File: config.mk
export PLATFORM = sky130hd
export DESIGN_NAME = cssw_core
export DESIGN_NICKNAME = d
export VERILOG_FILES = /design/src/design/cssw_pkg.sv /design/src/design/cssw_alu.sv /design/src/design/cssw_core.sv
export SDC_FILE = /design/constraint.sdc
export NUM_CORES = 1
export LEC_CHECK = 0
export BUFFER_PORTS_ARGS = -buffer_cell sky130_fd_sc_hd__buf_2
export CAP_MARGIN = 20
export CORE_ASPECT_RATIO = 0.7
export CORE_MARGIN = 5
export CORE_UTILIZATION = 37
export CTS_CLUSTER_DIAMETER = 100
export DETAILED_ROUTE_END_ITERATION = 10
export PLACE_DENSITY = 0.61
export SLEW_MARGIN = 30
export SYNTH_ARGS = -nofsm -noshare
export SYNTH_HDL_FRONTEND = slang
export SYNTH_HIERARCHICAL = 1
export SYNTH_SLANG_ARGS = --single-unit
File: constraint.sdc
create_clock -name clk -period 5.1 [get_ports clk]
set_clock_uncertainty 0.15 [all_clocks]
set_input_delay 0 -clock clk [delete_from_list [all_inputs] [get_ports clk]]
set_output_delay 0 -clock clk [all_outputs]
set_load 0.05 [all_outputs]
File: src/design/cssw_pkg.sv
// Functional notes
// - Accumulator A holds 4-bit data, pair holds 8-bit, carry is the bit accumulator.
// - An 8-bit stack pointer addresses a last-in first-out stack in static RAM.
// - Push decrements the pointer before writing; pop increments it after reading.
// - Stack bank select is written by 4-bit accesses; upper two bits stay zero.
// - The low two bank select bits choose stack memory bank 0 to 3.
// - With pointer zero the first push lands at address FF of bank n.
// - Stack addresses wrap inside the bank; only a bank select write moves banks.
// - Pointer is an 8-bit read/write location; bank select a 4-bit one.
// - Pointer and bank select have no reset value; software loads them first.
// - Status word low nibble is memory accessible; high nibble refuses plain access.
// - Calls push only the two bank enables; plain returns restore only those.
// - An interrupt pushes all status bits with carry; interrupt return restores all.
// - Add and subtract with carry load carry with the overflow or borrow.
// - Carry combines with a memory bit by AND, OR, XOR; move copies either way.
// - Dedicated carry ops set, clear, invert, and skip when carry is one.
// - Carry has no defined value after reset.
// - Skip flags are set and cleared by execution and are never operands.
// - Interrupt status: 0 all, 1 higher only, 2 none, 3 forbidden.
// - Accepting an interrupt saves the status and raises it by one step, holding at 2.
// - Memory bank enable selects bank select bits or fixed upper address bits.
// - Memory bank enable loads from vector bit 7 on reset and on interrupts.
// - Register bank enable loads from vector bit 6; zero forces register bank 0.
package cssw_pkg;
  localparam logic [11:0] ADDR_PSW_LOW = 12'hfb0;
  localparam logic [11:0] ADDR_PSW_HIGH = 12'hfb1;
  localparam logic [11:0] ADDR_SP = 12'hf80;
  localparam logic [11:0] ADDR_SBS = 12'hf84;
  // Low nibble: bit3 ist_hi, bit2 ist_lo, bit1 mem bank en, bit0 reg bank en.
  localparam int IST_HI_BIT = 3;
  localparam int IST_LO_BIT = 2;
  localparam int MBE_BIT = 1;
  localparam int RBE_BIT = 0;
  // High nibble: bit3 carry, bits 2..0 skip flags.
  localparam int CY_BIT = 3;
  localparam int VEC_MBE_BIT = 7;
  localparam int VEC_RBE_BIT = 6;
  localparam logic [1:0] IST_MAX = 2'h2;
  localparam logic [3:0] FIXED_BANK = 4'h0;
  localparam logic [1:0] SBS_HI_ZERO = 2'h0;

  typedef enum logic [14:0] {
    CSSW_OP_NONE = 15'h0001,
    CSSW_OP_ADD_WITH_CARRY = 15'h0002,
    CSSW_OP_SUBTRACT_WITH_CARRY = 15'h0004,
    CSSW_OP_SET = 15'h0008,
    CSSW_OP_CLR = 15'h0010,
    CSSW_OP_NOT = 15'h0020,
    CSSW_OP_SKT = 15'h0040,
    CSSW_OP_AND = 15'h0080,
    CSSW_OP_OR = 15'h0100,
    CSSW_OP_XOR = 15'h0200,
    CSSW_OP_MOVTO = 15'h0400,
    CSSW_OP_MOVFROM = 15'h0800,
    CSSW_OP_CALL = 15'h1000,
    CSSW_OP_RET = 15'h2000,
    CSSW_OP_RETURN_FROM_INTERRUPT = 15'h4000
  } cssw_op_type;

  typedef struct packed {
    logic cy;
    logic [2:0] sk;
    logic [1:0] ist;
    logic memory_bank_enable;
    logic register_bank_enable;
  } cssw_psw_type;

  typedef struct packed {
    logic en;
    logic wr;
    logic wide;
    logic [11:0] addr;
    logic [7:0] wdata;
  } cssw_mem_type;
endpackage : cssw_pkg

File: src/design/cssw_alu.sv
`timescale 1ns/1ps
`default_nettype none
module cssw_alu (
  input wire logic [3:0] a,
  input wire logic [3:0] b,
  input wire logic cin,
  input wire logic sub,
  output logic [3:0] sum,
  output logic cout
);
  logic [4:0] full;
  // Carry out on add, borrow on subtract.
  always_comb begin
    if (sub) begin
      full = {1'b0, a} - {1'b0, b} - {4'h0, cin};
    end else begin
      full = {1'b0, a} + {1'b0, b} + {4'h0, cin};
    end
    sum = full[3:0];
    cout = full[4];
  end
endmodule : cssw_alu
`default_nettype wire

File: src/design/cssw_core.sv
`timescale 1ns/1ps
`default_nettype none
module cssw_core (
  input wire logic clk,
  input wire logic rstn,
  input wire cssw_pkg::cssw_op_type op,
  input wire logic op_valid,
  input wire logic [3:0] alu_b,
  input wire logic mem_bit,
  input wire logic acc_wr,
  input wire logic [3:0] acc_wdata,
  input wire logic pair_wr,
  input wire logic [7:0] pair_wdata,
  input wire cssw_pkg::cssw_mem_type mem_req,
  input wire logic push,
  input wire logic pop,
  input wire logic irq_accept,
  input wire logic [7:0] vector_byte,
  input wire logic vector_load,
  input wire logic [7:0] stack_rdata,
  input wire logic [2:0] skip_next,
  input wire logic skip_load,
  input wire logic [3:0] mem_bank_select,
  input wire logic [1:0] reg_bank_select,
  output logic [3:0] acc_a,
  output logic [7:0] pair_acc,
  output logic [11:0] stack_addr,
  output logic [7:0] stack_wdata,
  output logic stack_we,
  output logic [7:0] mem_rdata,
  output logic mem_refused,
  output logic carry_flag,
  output logic bit_out,
  output logic skip_req,
  output logic [1:0] interrupt_status,
  output logic [3:0] data_bank,
  output logic [1:0] reg_bank
);
  logic [7:0] sp_reg;
  logic [1:0] sbs_reg;
  logic cy_reg;
  logic [2:0] sk_reg;
  logic [1:0] ist_reg;
  logic mbe_reg;
  logic rbe_reg;
  logic [3:0] acc_reg;
  logic [7:0] pair_reg;
  logic [3:0] alu_sum;
  logic alu_cout;
  logic [7:0] sp_next;
  logic wr_sp;
  logic wr_sbs;
  logic wr_psw_lo;
  logic is_arith;
  logic ret_any;
  cssw_pkg::cssw_psw_type saved;

  assign wr_sp = mem_req.en && mem_req.wr && mem_req.wide && mem_req.addr == cssw_pkg::ADDR_SP;
  assign wr_sbs = mem_req.en && mem_req.wr && !mem_req.wide && mem_req.addr == cssw_pkg::ADDR_SBS;
  // Upper half is refused for plain data access.
  assign wr_psw_lo = mem_req.en && mem_req.wr && !mem_req.wide
                     && mem_req.addr == cssw_pkg::ADDR_PSW_LOW;
  assign is_arith = op_valid && (op == cssw_pkg::CSSW_OP_ADD_WITH_CARRY || op == cssw_pkg::CSSW_OP_SUBTRACT_WITH_CARRY);
  assign ret_any = op_valid && (op == cssw_pkg::CSSW_OP_RET || op == cssw_pkg::CSSW_OP_RETURN_FROM_INTERRUPT);
  assign saved = cssw_pkg::cssw_psw_type'(stack_rdata);

  cssw_alu cssw_alu_i (
    .a(acc_reg),
    .b(alu_b),
    .cin(cy_reg),
    .sub(op == cssw_pkg::CSSW_OP_SUBTRACT_WITH_CARRY),
    .sum(alu_sum),
    .cout(alu_cout)
  );

  always_ff @(posedge clk or negedge rstn) begin
    if (!rstn) begin
      acc_reg <= 4'h0;
      pair_reg <= 8'h00;
    end else if (is_arith) begin
      acc_reg <= alu_sum;
      pair_reg <= {pair_reg[7:4], alu_sum};
    end else if (pair_wr) begin
      pair_reg <= pair_wdata;
      acc_reg <= pair_wdata[3:0];
    end else if (acc_wr) begin
      acc_reg <= acc_wdata;
      pair_reg <= {pair_reg[7:4], acc_wdata};
    end
  end

  // pre-decrement on push, post-increment on pop
  always_comb begin
    sp_next = sp_reg;
    if (push) begin
      sp_next = sp_reg - 8'h01;
    end else if (pop) begin
      sp_next = sp_reg + 8'h01;
    end
  end

  // no reset on pointer and bank
  always_ff @(posedge clk) begin
    if (wr_sp) begin
      sp_reg <= mem_req.wdata;
    end else begin
      sp_reg <= sp_next;
    end
    if (wr_sbs) begin
      sbs_reg <= mem_req.wdata[1:0];
    end
  end

  always_ff @(posedge clk) begin
    if (op_valid && op == cssw_pkg::CSSW_OP_RETURN_FROM_INTERRUPT) begin
      cy_reg <= saved.cy;
    end else if (is_arith) begin
      cy_reg <= alu_cout;
    end else if (op_valid) begin
      case (op)
        cssw_pkg::CSSW_OP_SET: cy_reg <= 1'b1;
        cssw_pkg::CSSW_OP_CLR: cy_reg <= 1'b0;
        cssw_pkg::CSSW_OP_NOT: cy_reg <= ~cy_reg;
        cssw_pkg::CSSW_OP_AND: cy_reg <= cy_reg & mem_bit;
        cssw_pkg::CSSW_OP_OR: cy_reg <= cy_reg | mem_bit;
        cssw_pkg::CSSW_OP_XOR: cy_reg <= cy_reg ^ mem_bit;
        cssw_pkg::CSSW_OP_MOVFROM: cy_reg <= mem_bit;
        default: cy_reg <= cy_reg;
      endcase
    end
  end

  always_ff @(posedge clk or negedge rstn) begin
    if (!rstn) begin
      sk_reg <= 3'h0;
    end else if (op_valid && op == cssw_pkg::CSSW_OP_RETURN_FROM_INTERRUPT) begin
      sk_reg <= saved.sk;
    end else if (skip_load) begin
      sk_reg <= skip_next;
    end
  end

  always_ff @(posedge clk or negedge rstn) begin
    if (!rstn) begin
      ist_reg <= 2'h0;
    end else if (op_valid && op == cssw_pkg::CSSW_OP_RETURN_FROM_INTERRUPT) begin
      ist_reg <= saved.ist;
    end else if (irq_accept) begin
      // raise one step, saturating at none
      if (ist_reg < cssw_pkg::IST_MAX) begin
        ist_reg <= ist_reg + 2'h1;
      end
    end else if (wr_psw_lo) begin
      // Software relies on interrupts being masked around this write.
      ist_reg <= {mem_req.wdata[cssw_pkg::IST_HI_BIT], mem_req.wdata[cssw_pkg::IST_LO_BIT]};
    end
  end

  // Bank enables start at zero until the reset vector byte is delivered.
  always_ff @(posedge clk or negedge rstn) begin
    if (!rstn) begin
      mbe_reg <= 1'b0;
      rbe_reg <= 1'b0;
    end else if (vector_load) begin
      mbe_reg <= vector_byte[cssw_pkg::VEC_MBE_BIT];
      rbe_reg <= vector_byte[cssw_pkg::VEC_RBE_BIT];
    end else if (ret_any) begin
      mbe_reg <= saved.memory_bank_enable;
      rbe_reg <= saved.register_bank_enable;
    end else if (wr_psw_lo) begin
      mbe_reg <= mem_req.wdata[cssw_pkg::MBE_BIT];
      rbe_reg <= mem_req.wdata[cssw_pkg::RBE_BIT];
    end
  end

  // Stack port is registered; the sequencer sees address and data one cycle after push.
  always_ff @(posedge clk or negedge rstn) begin
    if (!rstn) begin
      stack_addr <= 12'h000;
      stack_wdata <= 8'h00;
      stack_we <= 1'b0;
    end else begin
      stack_we <= push;
      stack_addr <= {2'h0, sbs_reg, push ? sp_next : sp_reg};
      if (irq_accept) begin
        stack_wdata <= {cy_reg, sk_reg, ist_reg, mbe_reg, rbe_reg};
      end else begin
        stack_wdata <= {6'h00, mbe_reg, rbe_reg};
      end
    end
  end

  always_ff @(posedge clk or negedge rstn) begin
    if (!rstn) begin
      mem_rdata <= 8'h00;
      mem_refused <= 1'b0;
    end else begin
      mem_refused <= mem_req.en && mem_req.addr == cssw_pkg::ADDR_PSW_HIGH;
      case (mem_req.addr)
        cssw_pkg::ADDR_SP: mem_rdata <= sp_reg;
        cssw_pkg::ADDR_SBS: mem_rdata <= {4'h0, cssw_pkg::SBS_HI_ZERO, sbs_reg};
        cssw_pkg::ADDR_PSW_LOW: mem_rdata <= {4'h0, ist_reg, mbe_reg, rbe_reg};
        default: mem_rdata <= 8'h00;
      endcase
    end
  end

  always_ff @(posedge clk or negedge rstn) begin
    if (!rstn) begin
      acc_a <= 4'h0;
      pair_acc <= 8'h00;
      carry_flag <= 1'b0;
      bit_out <= 1'b0;
      skip_req <= 1'b0;
      interrupt_status <= 2'h0;
      data_bank <= cssw_pkg::FIXED_BANK;
      reg_bank <= 2'h0;
    end else begin
      acc_a <= acc_reg;
      pair_acc <= pair_reg;
      carry_flag <= cy_reg;
      bit_out <= cy_reg;
      skip_req <= op_valid && op == cssw_pkg::CSSW_OP_SKT && cy_reg;
      interrupt_status <= ist_reg;
      data_bank <= mbe_reg ? mem_bank_select : cssw_pkg::FIXED_BANK;
      reg_bank <= rbe_reg ? reg_bank_select : 2'h0;
    end
  end
endmodule : cssw_core
`default_nettype wire

# --- After elaboration in Yosys (flattened, before gate mapping) ---
# Index checks and enable logic that the tools add are counted.
word_totals:
  ram_bits: 0
  n_memories: 0
  elab_cells: 107
  latchBits: 0
  register_bits: 80
  rom_bits: 0
  inputBits: 90
  out_inout_bits: 53
op_classes:
  n_eq_ne: 17
  n_lt_le_gt_ge: 1
  n_shift: 0
  mul: 0
  n_mux: 31
  add_sub_neg: 7
  n_reduce_logical: 24
  bitwise_logic: 5
  n_div: 0
op_table:
  columns: ["cell", "n"]
  rows:
  - ["== test 12 bit, second input constant", 4]
  - ["2-to-1 mux 8 bit", 6]
  - ["2-to-1 mux 4 bit", 6]
  - ["one-hot mux 8 bit (3 select lines)", 1]
  - ["== test 15 x 10 -> 1 bit, second input constant", 1]
  - ["== test 15 x 12 -> 1 bit, second input constant", 1]
  - ["== test 15 x 14 -> 1 bit, second input constant", 1]
  - ["== test 15 bit, second input constant", 1]
  - ["== test 15 x 2 -> 1 bit, second input constant", 1]
  - ["== test 15 x 3 -> 1 bit, second input constant", 1]
  - ["== test 15 x 4 -> 1 bit, second input constant", 1]
  - ["== test 15 x 5 -> 1 bit, second input constant", 1]
  - ["== test 15 x 6 -> 1 bit, second input constant", 1]
  - ["== test 15 x 7 -> 1 bit, second input constant", 1]
  - ["== test 15 x 8 -> 1 bit, second input constant", 1]
  - ["== test 15 x 9 -> 1 bit, second input constant", 1]
  - ["logical AND 1 bit", 12]
  - ["nonzero test 3 bit", 4]
  - ["2-to-1 mux 2 bit", 5]
  - ["2-to-1 mux 1 bit", 9]
  - ["nonzero test 9 bit", 1]
  - ["adder 8 x 1 -> 8 bit, second input constant", 1]
  - ["subtractor 8 x 1 -> 8 bit, second input constant", 1]
  - ["one-hot mux 1 bit (7 select lines)", 1]
  - ["17 further kinds", 22]

# --- Logic depth before layout (Yosys ltp) ---
# Gate-level depths: netlist (run 1).
logic_depth:
  depth_word: 6
  mapped_depth: 10
  ltp_nobuf: 10

# --- By module ---
# Netlist (run 1), hierarchy kept.
by_module_without_submodules:
  columns: ["mod", "seq_area_each_um2", "cells_each", "area_per_inst_um2", "instances"]
  rows:
  - ["cssw_core", 1776.7, 298, 3256.9, 1]
  - ["cssw_alu", 0.0, 41, 344.1, 1]

# --- Least setup slack after synthesis (run 1) ---
# OpenSTA, ideal clock, no wires.
synth_path:
  path_kind: "input -> register"
  from: "in op[5]"
  to: "reg cy_reg (data pin)"
  setup_ns: 0.285
  t_required_ns: 4.665
  arrival_ns: 1.949
  slack_ns: 2.716
  stages: 7
  n_path_buf: 1
  path_cell_list: "or4_4 -> or4_4 -> nor4b_1 -> clkbuf_1 -> a21oi_1 -> nor3_1 -> o31ai_1"
synth_between:
  elab_cells_between_ends: 18
  classes_between: "10 x eq/ne; 5 x mux; 3 x reduce/logical"
synth_rtl:
  columns: ["item", "line", "text"]
  rows:
  - ["start, declared", "cssw_core.sv:6", "input wire cssw_pkg::cssw_op_type op,"]
  - ["== test 15 x 3 -> 1 bit", "cssw_core.sv:71", ".sub(op == cssw_pkg::CSSW_OP_SUBTRACT_WITH_CARRY),"]
  - ["2-to-1 mux 5 bit", "cssw_alu.sv:14", "if (sub) begin"]
  - ["named net alu_cout", "cssw_core.sv:49", "logic alu_cout;"]
  - ["2-to-1 mux 1 bit", "cssw_core.sv:117", "end else if (is_arith) begin"]
  - ["2-to-1 mux 1 bit", "cssw_core.sv:115", "if (op_valid && op == cssw_pkg::CSSW_OP_RETURN_FROM_INTERRUPT) begin"]
  - ["end signal, assigned", "cssw_core.sv:116", "cy_reg <= saved.cy;"]
  - ["end signal, assigned", "cssw_core.sv:118", "cy_reg <= alu_cout;"]
  - ["end signal, assigned", "cssw_core.sv:123", "cssw_pkg::CSSW_OP_NOT: cy_reg <= ~cy_reg;"]
  - ["end, declared", "cssw_core.sv:41", "logic cy_reg;"]
# The timed path passes the listed nets, and every way through them passes these cells. The select of a mux whose other input is x is not followed.
# A chain may end at the register's enable or synchronous reset.

# --- Worst setup path after layout (run 1) ---
layout_path:
  from: "in op[6]"
  to: "reg cy_reg (data pin)"
# Same word-level chain as after synthesis.

==> flow_summary_export.csv, run 1 <==
group,metric,value,unit
clock_network,ctsLongestPathBuffers,2,
floorplanning,num_rows,30,
timing,period_share,0.584,
finish,largest_reg_flops,10,
clock_network,clock-root-buffer,"clkbuf_16",
route,drc,0,
timing,setup_tns,0,ns
setup_path,cp-end-kind,"flop",
clock_network,cts_resized,0,
synth,synth_ff_type,"dfrtp_1",
clock_network,cts_tree,"built",
route,final_antenna_net_count,0,
synth,synthMuxAreaShare,0.0605,
setup_path,cp_data_arrival_time,2.87,ns
timing,slew_violations,0,
synth,syn_area_per_cell,10.6,µm²
synth,syn_area,0.00360,mm²
synth,synth_seq_cells,72,
grt,grt_pass1_vias,3218,
timing,slew_headroom,0.482,
floorplanning,coreArea,0.00961,mm²
synth,synth-edff-count,3,
setup_path,rr_worst_depth,6,
placement,io_buffers,134,
route,drt-initial-drc-count,107,
synth,synth-xor-area-share,0.0511,
route,post_drt_wl_per_cell,13.6,µm
route,wirelength,9.06,mm
power_and_ir_drop,p_per_area,382,mW/mm²
synth,synthCells,339,
grt,antenna_found_initial,0,
finish,area_growth,47.6,%
finish,drive_gt1_frac,0.317,
timing,finalSetupViolations,0,
finish,final_cell_area,0.00531,mm²
placement,dp.cells,587,
power_and_ir_drop,p_leak,2.53,nW
clock_network,post-cts-setup-buffers,0,
route,via_per_inst,4.72,
run_status,status,"completed",
synth,synth_simple_gate_area_share,0.192,
placement,placed_cell_area,0.00436,mm²
setup_path,startpoint_type,"input port",
grt,grt_max_degree,62,
worst_hold_path,hold_depth,2,
floorplanning,initial_core_util,0.375,
synth,synth_top_family_by_area,"simple AND/OR/NAND/NOR gates",
clock_network,cts.sinks,72,
route,firstDrtPassIters,4,
floorplanning,die_h,92.5,µm
finish,layout_commonest_cell,"buf_2",
floorplanning,dieArea,0.0118,mm²
synth,synth_compound_area_frac,0.0938,
synth,ys_async_sr_fraction,0.847,
setup_path,path_max_fanout,6,
finish,finalNonFillerCells,665,
setup_path,cp_data_required_time,5.00,ns
setup_path,cpMaxStageDelayCell,"or4_4",
timing,grt_setup_unrepaired,"no",
floorplanning,die_w,128,µm
job,maxCapViolations,0,
grt,grt_pass1_wl,15.0,mm
route,vias,3140,
timing,final-hold-violation-count,0,
timing,tightestPinTransition,0.771,ns
timing,fmax,336,MHz
clock_network,cts_inserted_buffers,9,
finish,top_register,"stack_addr",
synth,yosysWarnings,6,
power_and_ir_drop,fin_total_pwr,0.00203,W
timing,period_minus_slack,2.98,ns
grt,grt_usage,0.154,
clock_network,clk-insertion-delay-late,0.32,ns
synth,ys_types,59,
grt,grt.overflow.total,0,
finish,layout.nets,637,
placement,gp_congestion,0.853,
worst_hold_path,hp-class,"input port to flop",
setup_path,path_cells,"dlygate4sd3_1 > buf_2 > or4_4 > or4_4 > nor4b_2 > a21oi_1 > nor3_1 > o31ai_1",
clock_network,cts.htree.levels,3,
synth,ys_seq_area_frac,0.493,
placement,place_hpwl,6.66,mm
finish,diodes,0,
clock_network,worst_setup_hold_path_clk_slew,0.06,ns
finish,layout_common_cells,"buf_2 (134), dlygate4sd3_1 (62), dfrtp_1 (61)",
setup_path,worstSetupPathType,"input port to flop",
synth,synth_adder_area_share,0.0605,
floorplanning,io_pins,143,
setup_path,cpPeakStageDelay,0.59,ns
setup_path,crit_top_cell,"or4_4",
power_and_ir_drop,vdd_drop_max,189,µV
-- Yosys cell counts, drive strengths merged, types with 2 or more instances --
master   n  area, µm²
dfrtp   61       1530
nand2   29        109
inv     21       78.8
o21ai   17       96.3
a21oi   15       78.8
and2    15       93.8
mux2i   15        150
xnor2   15        131
nor2    14       55.1
ha      11        138
nor3    11       60.1
buf      9       65.1
dfxtp    8        160
clkbuf   7       26.3
or4      7       60.1
mux2     6       67.6
nor4     6       37.5
xor2     6       52.6
a211oi   5       37.5
nor2b    5       31.3
fa       4       80.1
nand2b   4       25.0
nand3b   4       30.0
edfxtp   3       90.1
or3      3       18.8
a22o     2       17.5
a22oi    2       15.0
a31oi    2       12.5
and3b    2       17.5
and4b    2       20.0
nand3    2       10.0
nand4    2       12.5
nor3b    2       15.0
o31ai    2       15.0
or2      2       12.5
or4b     2       20.0
-- area by class of cell --
type                    instances  area (µm²)
clock inverters                 6        90.1
fillers                       852        4300
inverters                      21        78.8
repair buffers                197        1300
well taps                     128         160
multi-input cells             231        1670
clock buffers                  10         239
flip-flops and latches         72        1780
-- where the power goes --
part	total [W]	switching (W)	internal (W)
logic	0.000592	0.000368	0.000225
registers	0.000761	0.0000881	0.000673
clock network	0.000675	0.000231	0.000444
-- worst max-delay path, delay by kind of cell --
family                 cells  cell delay [ns]
AO/OA/AOI/OAI              2             0.25
AND/OR/NAND/NOR            4             1.95
buffers and inverters      2             0.68
-- timing repair --
item	CTS	global route
endpoints found under the hold margin	107	0
endpoints found under the setup margin	0	0
hold buffers	62	0
-- kinds of logic after synthesis --
group           after synthesis
flops                        72
fa+ha+maj                    15
xor+xnor                     21
compound gates               53
mux                          21
other cells                   1
buf+inv                      37
simple gates                119
-- worst paths after layout --
kind                                      start                       to  slack, ns
max                                       op[6]         cy_reg$_DFFE_PP_       2.12
min                                 mem_req[21]     sbs_reg[0]$_DFFE_PP_       0.03
max reg2reg                   sp_reg[0]$_DFF_P_        sp_reg[7]$_DFF_P_       2.42
min reg2reg                sbs_reg[1]$_DFFE_PP_  stack_addr[9]$_DFF_PN0_       0.22
max in group asynchronous                  rstn   ist_reg[0]$_DFFE_PN0P_       4.09
min in group asynchronous                  rstn  stack_addr[4]$_DFF_PN0_       0.22
-- stage by stage --
stage	setup WS, ns	util	hold slack [ns]
floorplan	2.72	-	-0.446
global placement	1.92	0.453	0.0593
detailed placement	2.31	0.454	0.0662
CTS	2.14	0.553	0.0116
global route	2.01	0.553	0.0110
finish	2.12	0.553	0.0303
-- per-layer routing --
| layer | vias to the layer above | track usage | wire length (µm) |
|---|---|---|---|
| met3 | 4 | 0.0444 | 557 |
| met2 | 88 | 0.256 | 4270 |
| met1 | 1493 | 0.207 | 4210 |
| li1 | 1555 | - | - |
| met4 | 0 | 0.0186 | 27 |
| met5 | - | 0 | 0 |
No activity file was read; power rests on OpenSTA's default activity.
==> run 2: changes to the inputs <==
PLACE_DENSITY = 0.63   (was 0.61)
clock period = 2.7 ns   (was 5.1 ns; I/O delays follow)
==> run 2 against run 1 <==
  * Sequential share of layout area barely moved
  * Clock-buffer cell count did not move
  * Critical path depth rose by 1
  * Power rose by 82%
  * Clock power rose by 69%
  * Core utilization fell by 0.078 points
  * Final cell count rose by 0.75%
  * Cell area fell by 0.14%
  * Global-route usage rose by 0.31 points
==> flow_summary_export.csv, run 2 (synthesized netlist as in run 1, its figures left out) <==
group,metric,value,unit
route,drc,0,
route,firstDrtPassIters,4,
grt,antenna_found_initial,0,
clock_network,worst_setup_hold_path_clk_slew,0.06,ns
placement,placed_cell_area,0.00440,mm²
setup_path,cp_data_required_time,2.75,ns
route,post_drt_wl_per_cell,13.9,µm
setup_path,startpoint_type,"input port",
timing,finalSetupViolations,0,
power_and_ir_drop,fin_total_pwr,0.00369,W
timing,final-hold-violation-count,0,
finish,area_growth,47.4,%
power_and_ir_drop,p_leak,2.55,nW
floorplanning,coreArea,0.00961,mm²
finish,layout.nets,642,
run_status,status,"completed",
finish,drive_gt1_frac,0.321,
worst_hold_path,hp-class,"input port to flop",
route,drt-initial-drc-count,88,
finish,layout_commonest_cell,"buf_2",
setup_path,cp_data_arrival_time,2.72,ns
finish,diodes,0,
timing,fin_hold_ws,0.0132,ns
floorplanning,die_h,92.5,µm
route,final_antenna_net_count,0,
clock_network,clock-root-buffer,"clkbuf_16",
timing,slew_violations,0,
job,maxCapViolations,0,
setup_path,path_cells,"dlygate4sd3_1 > buf_2 > or4bb_1 > nor4_2 > buf_4 > mux2_2 > mux2i_1 > o21ai_0 > dlygate4sd3_1",
placement,gp_congestion,0.934,
grt,grt_pass1_vias,3328,
finish,final_cell_area,0.00531,mm²
setup_path,worstSetupPathType,"input port to flop",
finish,top_register,"stack_addr",
timing,tightestPinTransition,0.597,ns
setup_path,cp_num_buf_inv,4,
grt,grt_max_degree,27,
floorplanning,num_rows,30,
clock_network,cts_tree,"built",
timing,fmax,376,MHz
floorplanning,io_pins,143,
route,vias,3167,
timing,period_share,0.986,
timing,fin_ws,0.0372,ns
placement,post-place-ws,0.155,ns
grt,grt_pass1_wl,15.2,mm
power_and_ir_drop,p_per_area,695,mW/mm²
clock_network,clk-insertion-delay-late,0.32,ns
setup_path,cp_top_family,"buffers and inverters",
route,via_per_inst,4.73,
grt,grt_usage,0.158,
finish,layout_common_cells,"buf_2 (134), dfrtp_1 (61), dlygate4sd3_1 (60)",
power_and_ir_drop,vdd_drop_max,396,µV
setup_path,cpPeakStageDelay,0.56,ns
setup_path,crit_top_cell,"dlygate4sd3_1",
floorplanning,dieArea,0.0118,mm²
placement,io_buffers,134,
timing,setup_tns,0,ns
clock_network,ctsLongestPathBuffers,2,
timing,slew_headroom,0.602,
placement,place_hpwl,6.84,mm
floorplanning,die_w,128,µm
setup_path,cp-end-kind,"flop",
setup_path,rr_worst_depth,9,
grt,grt.overflow.total,0,
clock_network,cts.htree.levels,3,
setup_path,timing.reg2reg.setup_slack,0.32,ns
setup_path,path_max_fanout,4,
timing,period_minus_slack,2.66,ns
setup_path,cpMaxStageDelayCell,"dlygate4sd3_1",
finish,largest_reg_flops,10,
clock_network,cts.sinks,72,
floorplanning,initial_core_util,0.375,
setup_path,path_depth,9,
worst_hold_path,hold_depth,3,
clock_network,cts_inserted_buffers,9,
route,wirelength,9.29,mm
[run 2: area by class of cell]
type / instances / area [µm²]
multi-input combinational: 231 / 1660
clock buffer: 10 / 229
fill: 899 / 4300
tap: 128 / 160
sequential: 72 / 1780
timing repair buffer: 202 / 1340
inverter: 21 / 78.8
clock inverter: 6 / 61.3
[run 2: worst paths after layout]
| path | start | end |
|---|---|---|
| worst max-delay path | mem_req[8] | mbe_reg$_DFFE_PN0P_ |
| worst min-delay path | pair_wr | pair_reg[4]$_DFFE_PN0P_ |
| worst max register to register | acc_reg[0]$_DFFE_PN0P_ | cy_reg$_DFFE_PP_ |
| worst min register to register | pair_reg[5]$_DFFE_PN0P_ | pair_acc[5]$_DFF_PN0_ |
| max in group asynchronous | rstn | pair_reg[5]$_DFFE_PN0P_ |
| min in group asynchronous | rstn | mem_rdata[4]$_DFF_PN0_ |
[run 2: worst reg2reg max path: stages (launching register included)]
cell and delay, ns:
dfrtp_1 0.37, inv_1 0.10, fa_1 0.46, fa_1 0.39
nand2_1 0.10, a21oi_2 0.06, xnor2_1 0.13, a21oi_1 0.09
nor3_1 0.21, o31ai_1 0.08
[run 2: report_power, final]
| part | switching (W) | leakage (nW) | internal (W) |
|---|---|---|---|
| Sequential | 0.000162 | 0.852 | 0.00127 |
| Clock | 0.000431 | 0.142 | 0.000711 |
| Combinational | 0.000697 | 1.56 | 0.000414 |
| Total | 0.00129 | 2.55 | 0.00240 |
[run 2: through the flow]
step,util,instances
CTS,0.551,670
global route,0.552,670
finish,0.552,670
floorplan,-,340
global placement,0.458,593
detailed placement,0.458,593
[run 2: metal layers]
layer	global-route usage	part of all wire	vias up	wire length, µm
li1	-	-	1568	-
met1	0.205	0.46	1495	4230
met2	0.270	0.48	95	4430
met3	0.0380	0.060	9	558
met4	0.0256	0.0081	0	75
met5	0	0	-	0
[run 2: what timing repair did]
action | CTS | global route
hold buffers | 61 | 0
hold endpoints to repair | 73 | 0
buffers inserted | 0 | 0
resized for setup | 0 | 3
setup endpoints to repair | 0 | 2
